**config.mk**
```make
export PLATFORM = sky130hd
export DESIGN_NAME = pos_regs
export DESIGN_NICKNAME = d
export VERILOG_FILES = /design/src/pkg/pos_pkg.sv /design/src/pos_regs.sv /design/src/pos_sync.sv
export SDC_FILE = /design/constraint.sdc
export NUM_CORES = 1
export LEC_CHECK = 0
export BUFFER_PORTS_ARGS = -buffer_cell sky130_fd_sc_hd__buf_4
export CELL_PAD_IN_SITES_DETAIL_PLACEMENT = 0
export CELL_PAD_IN_SITES_GLOBAL_PLACEMENT = 1
export CORE_UTILIZATION = 32
export DETAILED_ROUTE_END_ITERATION = 8
export PLACE_DENSITY = 0.82
export RECOVER_POWER = 25
export REMOVE_ABC_BUFFERS = 1
export SYNTH_ARGS = -nofsm -noshare
export SYNTH_HDL_FRONTEND = slang
export SYNTH_SLANG_ARGS = --single-unit
export TNS_END_PERCENT = 5
```
**constraint.sdc**
```tcl
create_clock -name aclk -period 2.26 [get_ports aclk]
set_input_delay 0.113 -clock aclk [delete_from_list [all_inputs] [get_ports aclk]]
set_output_delay 0.113 -clock aclk [all_outputs]
set_load 0.005 [all_outputs]
```
**src/pkg/pos_pkg.sv**
```systemverilog
// package for the per-port operation control and status register bank
package pos_pkg;

  // register indices inside one port's window; byte address is four times the index
  localparam logic [11:0] IDX_CTRL_ZERO = 12'h020;
  localparam logic [11:0] IDX_CTRL_ONE  = 12'h021;
  localparam logic [11:0] IDX_STATUS    = 12'h030;

  // split of a full register index into port number and in-port index
  localparam int IDX_PORT_LSB = 12;
  localparam int IDX_PORT_W   = 4;
  localparam int IDX_LOW_W    = 12;
  localparam int ADDR_WORD_LSB = 2;

  // port_operation_control_zero fields
  localparam int CTRL0_TAIL_BIT  = 2;
  localparam int CTRL0_SPLIT_LSB = 0;
  localparam int CTRL0_USED_W    = 3;

  // port_operation_control_one fields
  localparam int CTRL1_CLASS_LSB = 0;
  localparam int CTRL1_USED_W    = 2;

  // port_link_status fields
  localparam int STAT_SPEED_LSB  = 3;
  localparam int STAT_DUPLEX_BIT = 2;
  localparam int STAT_TXFC_BIT   = 1;
  localparam int STAT_RXFC_BIT   = 0;

  // bits of the external_mac_interface control registers that the status mirrors
  localparam int XC0_DUPLEX_BIT = 6;
  localparam int XC0_TXFC_BIT   = 5;
  localparam int XC0_SPEED_BIT  = 4;
  localparam int XC0_RXFC_BIT   = 3;
  localparam int XC1_SPEED_BIT  = 6;

  // reset values
  localparam logic [2:0] CTRL0_RST = 3'h0;
  localparam logic [1:0] CTRL1_RST = 2'h0;

  // axi4-lite responses
  localparam logic [1:0] RESP_OKAY   = 2'h0;
  localparam logic [1:0] RESP_SLVERR = 2'h2;

  // egress queue split modes
  typedef enum logic [1:0] {
    SPLIT_ONE  = 2'b00,
    SPLIT_TWO  = 2'b01,
    SPLIT_FOUR = 2'b10,
    SPLIT_RSVD = 2'b11
  } pos_split_e;

  // stream reservation participation
  typedef enum logic [1:0] {
    CLASS_NONE             = 2'b00,
    CLASS_STREAM_CLASS_ONE = 2'b01,
    CLASS_STREAM_CLASS_TWO = 2'b10,
    CLASS_RSVD             = 2'b11
  } pos_class_e;

  // link speed encoding
  typedef enum logic [1:0] {
    SPEED_10   = 2'b00,
    SPEED_100  = 2'b01,
    SPEED_1000 = 2'b10,
    SPEED_RSVD = 2'b11
  } pos_speed_e;

  // link state reported by an integrated phy
  typedef struct packed {
    logic link_up;      // link established
    logic speed_100;    // 1 = 100 Mb/s, 0 = 10 Mb/s
    logic full_duplex;  // duplex in effect
    logic neg_tx_fc;    // negotiation agreed transmit pause
    logic neg_rx_fc;    // negotiation agreed receive pause
  } pos_phy_stat_s;

  // configuration a port hands to the switch core
  typedef struct packed {
    logic       tail_tag;     // port is the host port
    pos_split_e queue_split;  // egress queue split
    pos_class_e stream_class; // stream reservation class
  } pos_port_cfg_s;

endpackage

```
**src/pos_regs.sv**
```systemverilog
// per-port operation control and link status registers behind an axi4-lite slave
//
// Behaviour
// RULE_01: tail tag bit marks port as host
// RULE_02: software enables tail tag on one port
// RULE_03: queue split selects one, two, four queues
// RULE_04: split zero puts everything in one queue
// RULE_05: stream field selects class none, one, two
// RULE_06: mac port speed mirrors interface control bits
// RULE_07: phy port speed reports actual link speed
// RULE_08: mac port duplex mirrors control bit six
// RULE_09: phy port duplex reports actual link duplex
// RULE_10: mac port tx pause mirrors control bit five
// RULE_11: mac port rx pause mirrors control bit three
// RULE_12: phy pause needs advertisement, link, negotiation
// RULE_13: reserved bits zero, status ignores writes
//
// Local design decision: register access over AXI4-Lite.
module pos_regs
  import pos_pkg::*;
#(
  parameter int NUM_PORTS = 3,  // last port is the external mac port
  parameter int ADDR_W    = 18  // enough for sixteen port windows of indices
) (
  input  wire logic                                 aclk,
  input  wire logic                                 aresetn,
  // axi4-lite write address
  input  wire logic                                 s_axi_awvalid,
  output logic                                      s_axi_awready,
  input  wire logic [ADDR_W-1:0]                    s_axi_awaddr,
  input  wire logic [2:0]                           s_axi_awprot,
  // axi4-lite write data
  input  wire logic                                 s_axi_wvalid,
  output logic                                      s_axi_wready,
  input  wire logic [31:0]                          s_axi_wdata,
  input  wire logic [3:0]                           s_axi_wstrb,
  // axi4-lite write response
  output logic                                      s_axi_bvalid,
  input  wire logic                                 s_axi_bready,
  output logic [1:0]                                s_axi_bresp,
  // axi4-lite read address
  input  wire logic                                 s_axi_arvalid,
  output logic                                      s_axi_arready,
  input  wire logic [ADDR_W-1:0]                    s_axi_araddr,
  input  wire logic [2:0]                           s_axi_arprot,
  // axi4-lite read data
  output logic                                      s_axi_rvalid,
  input  wire logic                                 s_axi_rready,
  output logic [31:0]                               s_axi_rdata,
  output logic [1:0]                                s_axi_rresp,
  // integrated phy link state, asynchronous pins
  input  wire pos_pkg::pos_phy_stat_s [NUM_PORTS-2:0] phy_stat_pin,
  // phy advertisement pause bits 11:10, same clock
  input  wire logic [NUM_PORTS-2:0][1:0]            phy_adv_pause,
  // external_mac_interface control registers, same clock
  input  wire logic [7:0]                           mac_ctl_zero,
  input  wire logic [7:0]                           mac_ctl_one,
  // priority of the packet being queued at each port
  input  wire logic [NUM_PORTS-1:0][1:0]            pkt_prio,
  // configuration to the switch core
  output pos_pkg::pos_port_cfg_s [NUM_PORTS-1:0]    port_cfg,
  output logic [NUM_PORTS-1:0][1:0]                 egress_queue,
  output logic [NUM_PORTS-1:0]                      host_port_sel,
  output logic                                      host_port_multi
);

  localparam int NPHY   = NUM_PORTS - 1;
  localparam int STAT_W = $bits(pos_phy_stat_s);

  // all state of the block apart from the phy synchroniser stages
  typedef struct packed {
    logic                           aw_seen;  // write address held
    logic [ADDR_W-1:0]              aw_addr;  // held write address
    logic                           w_seen;   // write data held
    logic [7:0]                     w_byte;   // low byte of held data
    logic                           w_lane;   // low byte lane was strobed
    logic                           bvalid;   // write response pending
    logic [1:0]                     bresp;    // write response code
    logic                           rvalid;   // read data pending
    logic [31:0]                    rdata;    // read data
    logic [1:0]                     rresp;    // read response code
    logic [NUM_PORTS-1:0][2:0]      ctrl0;    // tail tag and queue split
    logic [NUM_PORTS-1:0][1:0]      ctrl1;    // stream class
    logic [NUM_PORTS-1:0][1:0]      queue;    // registered queue choice
    logic [NUM_PORTS-1:0]           host;     // host port flags, one per port
    logic                           multi;    // more than one host port
  } pos_state_s;

  pos_state_s                   state_reg;  // registered state
  pos_state_s                   state_next; // next state
  pos_phy_stat_s [NPHY-1:0]     phy_stat;   // synchronised phy state
  logic [NPHY*STAT_W-1:0]       phy_flat;   // flat view for the synchroniser

  // phy state comes from another clock, so it passes two flops first
  pos_sync #(
    .W (NPHY*STAT_W)
  ) u_phy_sync (
    .aclk    (aclk),
    .aresetn (aresetn),
    .d       (phy_stat_pin),
    .q       (phy_flat)
  );

  assign phy_stat = phy_flat;

  // address split: port number and index inside the port window
  function automatic logic [IDX_PORT_W-1:0] addr_port(input logic [ADDR_W-1:0] a);
    logic [ADDR_W-3:0] idx;
    idx = a[ADDR_W-1:ADDR_WORD_LSB];
    return idx[IDX_PORT_LSB +: IDX_PORT_W];
  endfunction

  // index of a register within one port window
  function automatic logic [IDX_LOW_W-1:0] addr_low(input logic [ADDR_W-1:0] a);
    logic [ADDR_W-3:0] idx;
    idx = a[ADDR_W-1:ADDR_WORD_LSB];
    return idx[IDX_LOW_W-1:0];
  endfunction

  // status byte of a port; reserved bits stay zero
  function automatic logic [7:0] status_byte(
    input logic          is_phy,
    input pos_phy_stat_s st,
    input logic [1:0]    adv,
    input logic [7:0]    xc0,
    input logic [7:0]    xc1
  );
    logic [7:0] s;
    logic       fc_ok;
    s     = 8'h00; // RULE_13
    fc_ok = (adv != 2'h0) && st.link_up;
    if (is_phy)
    begin
      // phy port reports what the link really runs at
      s[STAT_SPEED_LSB +: 2] = st.speed_100 ? SPEED_100 : SPEED_10; // RULE_07
      s[STAT_DUPLEX_BIT]     = st.full_duplex;                        // RULE_09
      s[STAT_TXFC_BIT]       = fc_ok && st.neg_tx_fc;                 // RULE_12
      s[STAT_RXFC_BIT]       = fc_ok && st.neg_rx_fc;                 // RULE_12
    end
    else
    begin
      // mac port just reflects what software set on the interface
      s[STAT_SPEED_LSB + 1]  = xc1[XC1_SPEED_BIT];  // RULE_06
      s[STAT_SPEED_LSB]      = xc0[XC0_SPEED_BIT];  // RULE_06
      s[STAT_DUPLEX_BIT]     = xc0[XC0_DUPLEX_BIT]; // RULE_08
      s[STAT_TXFC_BIT]       = xc0[XC0_TXFC_BIT];   // RULE_10
      s[STAT_RXFC_BIT]       = xc0[XC0_RXFC_BIT];   // RULE_11
    end
    return s;
  endfunction

  // queue index for a packet priority under a split mode
  function automatic logic [1:0] queue_of(
    input logic [1:0] split,
    input logic [1:0] prio
  );
    logic [1:0] q;
    q = 2'h0;
    unique case (split)
      SPLIT_ONE:  q = 2'h0;             // RULE_04
      SPLIT_TWO:  q = {1'b0, prio[1]};  // RULE_03
      SPLIT_FOUR: q = prio;             // RULE_03
      SPLIT_RSVD: q = 2'h0;             // reserved falls back to one queue
    endcase
    return q;
  endfunction

  // handshake outputs: a new item is only taken while no answer is owed
  assign s_axi_awready = !state_reg.aw_seen && !state_reg.bvalid;
  assign s_axi_wready  = !state_reg.w_seen && !state_reg.bvalid;
  assign s_axi_arready = !state_reg.rvalid;

  // next state: bus slave, register writes and derived port outputs
  always_comb
  begin
    logic [IDX_PORT_W-1:0] wport;
    logic [IDX_LOW_W-1:0]  wlow;
    logic [IDX_PORT_W-1:0] rport;
    logic [IDX_LOW_W-1:0]  rlow;
    logic                  hit;
    logic [7:0]            rbyte;
    logic [IDX_PORT_W:0]   nhost;
    wport      = '0;
    wlow       = '0;
    rport      = '0;
    rlow       = '0;
    hit        = 1'b0;
    rbyte      = 8'h00;
    nhost      = '0;
    state_next = state_reg;

    // capture address and data independently, in either order
    if (s_axi_awvalid && s_axi_awready)
    begin
      state_next.aw_seen = 1'b1;
      state_next.aw_addr = s_axi_awaddr;
    end
    if (s_axi_wvalid && s_axi_wready)
    begin
      state_next.w_seen = 1'b1;
      state_next.w_byte = s_axi_wdata[7:0];
      state_next.w_lane = s_axi_wstrb[0];
    end

    // both halves present: perform the write and owe a response
    if (state_reg.aw_seen && state_reg.w_seen && !state_reg.bvalid)
    begin
      wport              = addr_port(state_reg.aw_addr);
      wlow               = addr_low(state_reg.aw_addr);
      state_next.aw_seen = 1'b0;
      state_next.w_seen  = 1'b0;
      state_next.bvalid  = 1'b1;
      state_next.bresp   = RESP_SLVERR;
      for (int p = 0; p < NUM_PORTS; p++)
      begin
        if (wport == IDX_PORT_W'(p + 1))
        begin
          if (wlow == IDX_CTRL_ZERO)
          begin
            // only the used bits are stored; upper bits are dropped
            state_next.bresp = RESP_OKAY;
            if (state_reg.w_lane)
              state_next.ctrl0[p] = state_reg.w_byte[CTRL0_USED_W-1:0]; // RULE_13
          end
          else if (wlow == IDX_CTRL_ONE)
          begin
            state_next.bresp = RESP_OKAY;
            if (state_reg.w_lane)
              state_next.ctrl1[p] = state_reg.w_byte[CTRL1_USED_W-1:0]; // RULE_13
          end
          else if (wlow == IDX_STATUS)
          begin
            // status is read-only: accept the write and change nothing
            state_next.bresp = RESP_OKAY; // RULE_13
          end
        end
      end
    end

    // write response leaves when the master takes it
    if (state_reg.bvalid && s_axi_bready)
      state_next.bvalid = 1'b0;

    // read: data is registered at the same edge that takes the address
    if (s_axi_arvalid && s_axi_arready)
    begin
      rport = addr_port(s_axi_araddr);
      rlow  = addr_low(s_axi_araddr);
      for (int p = 0; p < NUM_PORTS; p++)
      begin
        if (rport == IDX_PORT_W'(p + 1))
        begin
          if (rlow == IDX_CTRL_ZERO)
          begin
            hit   = 1'b1;
            rbyte = {5'h00, state_reg.ctrl0[p]}; // RULE_13
          end
          else if (rlow == IDX_CTRL_ONE)
          begin
            hit   = 1'b1;
            rbyte = {6'h00, state_reg.ctrl1[p]}; // RULE_13
          end
          else if (rlow == IDX_STATUS)
          begin
            hit = 1'b1;
            if (p < NPHY)
              rbyte = status_byte(1'b1, phy_stat[p], phy_adv_pause[p],
                                  mac_ctl_zero, mac_ctl_one);
            else
              rbyte = status_byte(1'b0, '0, 2'h0, mac_ctl_zero, mac_ctl_one);
          end
        end
      end
      state_next.rvalid = 1'b1;
      state_next.rdata  = {24'h000000, rbyte};
      state_next.rresp  = hit ? RESP_OKAY : RESP_SLVERR;
    end
    else if (state_reg.rvalid && s_axi_rready)
    begin
      state_next.rvalid = 1'b0;
    end

    // per-port outputs follow the stored control bits one cycle later
    for (int p = 0; p < NUM_PORTS; p++)
    begin
      state_next.host[p]  = state_reg.ctrl0[p][CTRL0_TAIL_BIT]; // RULE_01
      state_next.queue[p] = queue_of(state_reg.ctrl0[p][CTRL0_SPLIT_LSB +: 2],
                                     pkt_prio[p]);
      nhost = nhost + (IDX_PORT_W + 1)'(state_reg.ctrl0[p][CTRL0_TAIL_BIT]);
    end
    // the device does not arbitrate hosts, it only flags a misconfiguration
    state_next.multi = (nhost > (IDX_PORT_W + 1)'(1)); // RULE_02
  end

  // one register stage for the whole state word; synchronous active-low reset
  always_ff @(posedge aclk)
  begin
    if (!aresetn)
    begin
      state_reg        <= '0;
      state_reg.ctrl0  <= {NUM_PORTS{CTRL0_RST}};
      state_reg.ctrl1  <= {NUM_PORTS{CTRL1_RST}};
      state_reg.bresp  <= RESP_OKAY;
      state_reg.rresp  <= RESP_OKAY;
    end
    else
    begin
      state_reg <= state_next;
    end
  end

  // bus outputs straight from the state
  assign s_axi_bvalid = state_reg.bvalid;
  assign s_axi_bresp  = state_reg.bresp;
  assign s_axi_rvalid = state_reg.rvalid;
  assign s_axi_rdata  = state_reg.rdata;
  assign s_axi_rresp  = state_reg.rresp;

  // configuration outputs; the core decodes the split and class values
  always_comb
  begin
    for (int p = 0; p < NUM_PORTS; p++)
    begin
      port_cfg[p].tail_tag     = state_reg.ctrl0[p][CTRL0_TAIL_BIT];           // RULE_01
      port_cfg[p].queue_split  = pos_split_e'(state_reg.ctrl0[p][1:0]);        // RULE_03
      port_cfg[p].stream_class = pos_class_e'(state_reg.ctrl1[p][CTRL1_CLASS_LSB +: 2]); // RULE_05
    end
  end

  assign egress_queue    = state_reg.queue;
  assign host_port_sel   = state_reg.host;
  assign host_port_multi = state_reg.multi;

endmodule

```
**src/pos_sync.sv**
```systemverilog
// two-flop synchroniser for a bundle of slow asynchronous levels
module pos_sync #(
  parameter int W = 1
) (
  input  wire logic         aclk,
  input  wire logic         aresetn,
  input  wire logic [W-1:0] d,
  output logic      [W-1:0] q
);

  // both stages kept in one state word
  typedef struct packed {
    logic [W-1:0] meta;   // first stage, read only by the second
    logic [W-1:0] stable; // second stage, safe to use
  } pos_sync_s;

  pos_sync_s state_reg;
  pos_sync_s state_next;

  // shift the pin values through two stages
  always_comb
  begin
    state_next        = state_reg;
    state_next.meta   = d;
    state_next.stable = state_reg.meta;
  end

  // synchronous reset clears both stages
  always_ff @(posedge aclk)
  begin
    if (!aresetn)
      state_reg <= '0;
    else
      state_reg <= state_next;
  end

  assign q = state_reg.stable;

endmodule
```
; ---- After elaboration in Yosys (flattened, before gate mapping)
; Index checks and enable logic that the tools add are counted.
[word_totals]
register_bits = 83
inputBits = 121
output_inout_bits = 66
elab_cells = 130
[classes]
add_sub_neg = 2
n_lt_le_gt_ge = 1
eq_ne = 21
mux = 45
bitwise_logic = 2
reduce_logical = 36
[op_table]
columns = operator, n
row1 = 12-bit by 6-bit == test with 1-bit output (second input constant), 6
row2 = 8-bit two-way mux, 8
row3 = 2-bit two-way mux, 13
row4 = 2-bit case mux with 3 select lines, 3
row5 = 1-bit two-way mux, 17
row6 = 4-bit by 2-bit == test with 1-bit output (second input constant), 4
row7 = 4-bit two-way mux, 4
row8 = 1-bit logical AND, 15
row9 = 5-bit AND reduction, 3
row10 = 2-bit == test (second input constant), 6
row11 = 4-bit AND reduction, 3
row12 = 2-bit OR reduction, 5
row13 = 4-bit by 1-bit == test with 1-bit output (second input constant), 2
row14 = 2-bit by 1-bit == test with 1-bit output (second input constant), 3
row15 = 2-bit logical NOT, 3
row16 = 2-bit nonzero test, 3
row17 = 1-bit logical NOT, 4
row18 = 2-bit by 1-bit adder with 3-bit output, 1
row19 = 3-bit by 1-bit > comparator with 1-bit output (second input constant), 1
row20 = 1-bit by 1-bit adder with 2-bit output, 1
row21 = 1-bit inverter, 2

; ---- Logic depth before layout (Yosys ltp)
[depth]
word_depth = 15
depth_mapped = 7
ltp_nobuf = 5

; ---- Cells and area by module
; From an unflattened synthesis, not the netlist that was laid out.
[hier_totals]
hier_cells = 388
area_unflattened_um2 = 3649.8
[modules_own_cells]
columns = mod, n_inst, cells_each, area_each_um2, seq_area_each_um2
row1 = pos_regs, 1, 346, 3088.0, 1121.1
row2 = pos_sync, 1, 42, 561.8, 400.4

; ---- Worst setup path after synthesis
; No wires, ideal clock.
[synth_path]
path_type = reg-to-reg
start = register state_reg[76] (netlist name)
end = register state_reg (netlist bit port_cfg[6])
setup_ps = 128
arrival_time_ps = 1531
required_ps = 2132
setup_slack_ps = 602
stages_incl_launch_ff = 6
n_path_buf = 0
synth_period_minus_slack_ps = 1658
path_cell_list = dfxtp_1 nor4b_4 nand4b_4 or4_4 mux2i_1 nor2_1
[synth_via]
elab_chain_len = 3
word_cells_on_any_way = 4
classes_between = 2 x eq/ne / 1 x bitwise / 1 x reduce/logical
[synth_rtl]
columns = item, line
row1 = start: declaration, pos_regs.sv:89  ; pos_state_s state_reg;
row2 = start signal: assignment, pos_regs.sv:308  ; state_reg <= state_next;
row3 = 12-bit by 6-bit == test with 1-bit output, pos_regs.sv:218  ; if (wlow == IDX_CTRL_ZERO)
row4 = 1-bit inverter (no source line), -
row5 = 5-bit AND reduction (no source line) *, -
; Every way passes the cells marked *; elsewhere a longest branch is shown, timed or not.
; A chain may end at the register's enable or synchronous reset.

; ---- Worst setup path in the final report
; Ends and elaborated chain as after synthesis.

==> results.cfg <==
[clock_network]
cts-buffers-inserted = 9
clock_sink_count = 76
clockRootBuffer = sky130_fd_sc_hd__clkbuf_8
tritoncts_clock_tree = done
clkTransAtPathRegs_ns = 0.08
clk-insertion-delay-late_ns = 0.34
cts.htree.levels = 3
ctsResizeCount = 0
cts.path.max_buffers = 2

[sta]
hold_slack_ns = 0.0166
grt_setup_unrepaired = no
max_frequency_mhz = 557
setup-tns-final_ns = 0
post-route-min-period_ns = 1.79
timing_hold_violations_final = 0
max_slew.worst_pin.slew_ns = 0.812
max_slew_violation_total_from_the_final_report = 0
min_period_over_period = 0.794
max-slew-margin-rel = 0.458
worst_slack_ns = 0.465
setup_violations = 0
finalClockSkew_ns = 0.00984

[yosys]
synth-adder-area-share = 0.00355
synth_top_cells_by_area = sky130_fd_sc_hd__dfxtp_1 (43%), sky130_fd_sc_hd__buf_4 (13%), sky130_fd_sc_hd__mux2i_1 (6.8%)
number_of_enable_flip_flop_cells_after_synthesis = 0
synth_ff_type = sky130_fd_sc_hd__dfxtp_1
synth_area_leader_cell = sky130_fd_sc_hd__dfxtp_1
syn-instance-count = 390
synth_sequential_area_ratio = 0.432
synth-simple-area-share = 0.240
post_synth_xor_area_fraction = 0
asyncSetResetFlopFracSynth = 0
synth.cells.most_frequent = sky130_fd_sc_hd__dfxtp_1 (76), sky130_fd_sc_hd__buf_4 (60), sky130_fd_sc_hd__nand2_1 (45), sky130_fd_sc_hd__nor2_1 (34), sky130_fd_sc_hd__a21oi_1 (30)
synth.most_common_cell = sky130_fd_sc_hd__dfxtp_1
synth_top_area_share = 0.432
complex_gate_fraction_of_the_synthesized_area = 0.0998
ys_types = 47
synth-seq-cells = 76
dominant_combinational_cell_family_by_area_after_synthesis = simple AND/OR/NAND/NOR gates
ys.warnings.count = 0
postSynthAreaPerCell_um2 = 9.04
netlist_area_mm2 = 0.00352
synth.mux.area_fraction = 0.0745

[global_route]
global_route.overflow_total = 0
grt_start_max_net_pins = 47
grt_antenna_before_repair = 0
global_route_wire_length_before_repair_um = 12600
first_global_vias = 2660
globalRouteTotalUtil = 0.141

[drt]
drt_pass1_iterations = 4
drc_errors = 0
route.detailed.vias_per_inst = 4.48
drt-total-wl_um = 7800
1st_iter_drt_viols = 149
antenna_violating_nets_post_route = 0
post_drt_wl_per_cell_um = 12.7
vias = 2753

[power_and_ir_drop]
power.ir.vdd_worst_uv = 356
powerDensity_mw_per_mm2 = 673
total_power_mw = 3.02
p_leak_nw = 1.93

[placement]
numPlacedInstances = 583
placement.io_buffers = 104
place_worst_setup_slack_ns = 0.464
routabilityCongestion = 0.715
placement.cell_area_mm2 = 0.00407
dp_hpwl_um = 5800

[critical_path]
arrival_ns = 2.00
worst_setup_path_start_kind = flop
timing.critical_path.required_ns = 2.46
worst-path-max-fanout = 6
cp-end-kind = flop
worstSetupPathType = reg2reg

[die]
floorplan.core_area_mm2 = 0.0105
initial_utilization = 0.335
num_io_pins = 187
die_width_um = 107
floorplan.die.height_um = 107
rows = 37
die_area_mm2 = 0.0114

[layout]
final_net_count = 596
layout.core_utilization = 0.426
antenna_cells = 0
drive_above_1_share = 0.276
number_of_fill_cells = 1044
flip_flop_count_of_the_largest_register_all_copies_and_words_added = 22
relative_area_change_from_synthesis_to_final_layout_pct = 27.0
post-route-cell-area_mm2 = 0.00448
layoutNonFillerInstCount = 615

[outcome]
status = complete, no violations

[flow_run]
cap_violations = 0

[hold_path]
holdCritPathClass = in2reg
[critical path: stages, from the launching register on]
cell                       delay (ns)
sky130_fd_sc_hd__dfxtp_1         0.34
sky130_fd_sc_hd__nor4b_4         0.36
sky130_fd_sc_hd__nand4b_4        0.20
sky130_fd_sc_hd__or4_4           0.54
sky130_fd_sc_hd__mux2i_1         0.18
sky130_fd_sc_hd__nor2_1          0.05
[placed cells by master, fill, tap and decap left out, drive strengths merged, types with 7 or more instances in the layout]
cell type and instances:
nor2 34, nor2b 7, nand2 45, a21oi 30, dfxtp 76, mux2i 24
dlygate4sd3 16, o21ai 11, buf 92, conb 29, clkbuf 21, and2 25
[worst paths after layout]
path	startpoint	end	slack (ns)	cells past startpoint
setup / recovery	state_reg[76]$_SDFFE_PN0P_	port_cfg[6]$_SDFFE_PN0P_	0.47	5
hold / removal	s_axi_awaddr[9]	state_reg[82]$_SDFFE_PN0P_	0.02	3
setup reg to reg	state_reg[76]$_SDFFE_PN0P_	port_cfg[6]$_SDFFE_PN0P_	0.47	5
hold reg to reg	u_phy_sync.state_next[6]$_SDFF_PN0_	u_phy_sync.q[6]$_SDFF_PN0_	0.44	1
[logic make-up (layout without fill, tap and decap cells)]
family / Yosys count / after routing
AOI/OAI and AO/OA: 59 / 59
adders and majority gates: 1 / 1
buffers and inverters: 79 / 140
DFF: 76 / 76
muxes: 26 / 26
other: 1 / 29
and+or+nand+nor: 148 / 148
[power by group]
part | switching [mW] | internal [mW]
Clock | 0.526 | 0.741
Combinational | 0.150 | 0.169
Sequential | 0.0382 | 1.39
Total | 0.714 | 2.30
[layer usage]
metal  share of wire  global-route usage
met1            0.45               0.175
met2            0.49               0.241
met3           0.048              0.0261
met4           0.010              0.0528
met5               0                   0
[area by class of cell]
cell class / count / area (um2) / area share
Sequential cell: 76 / 1520 / 0.340
Tap cell: 136 / 170 / 0.0380
Inverter: 4 / 15.0 / 0.00335
Clock inverter: 7 / 124 / 0.0277
Multi-Input combinational cell: 263 / 1580 / 0.353
Clock buffer: 9 / 124 / 0.0277
Timing Repair Buffer: 120 / 941 / 0.210
[repair_timing]
| action | CTS | global route |
|---|---|---|
| setup endpoints to repair | 0 | 0 |
| hold endpoints to repair | 16 | 0 |
| hold buffers | 16 | 0 |
| buffers inserted | 0 | 0 |
(Power assumes the default switching activity.)
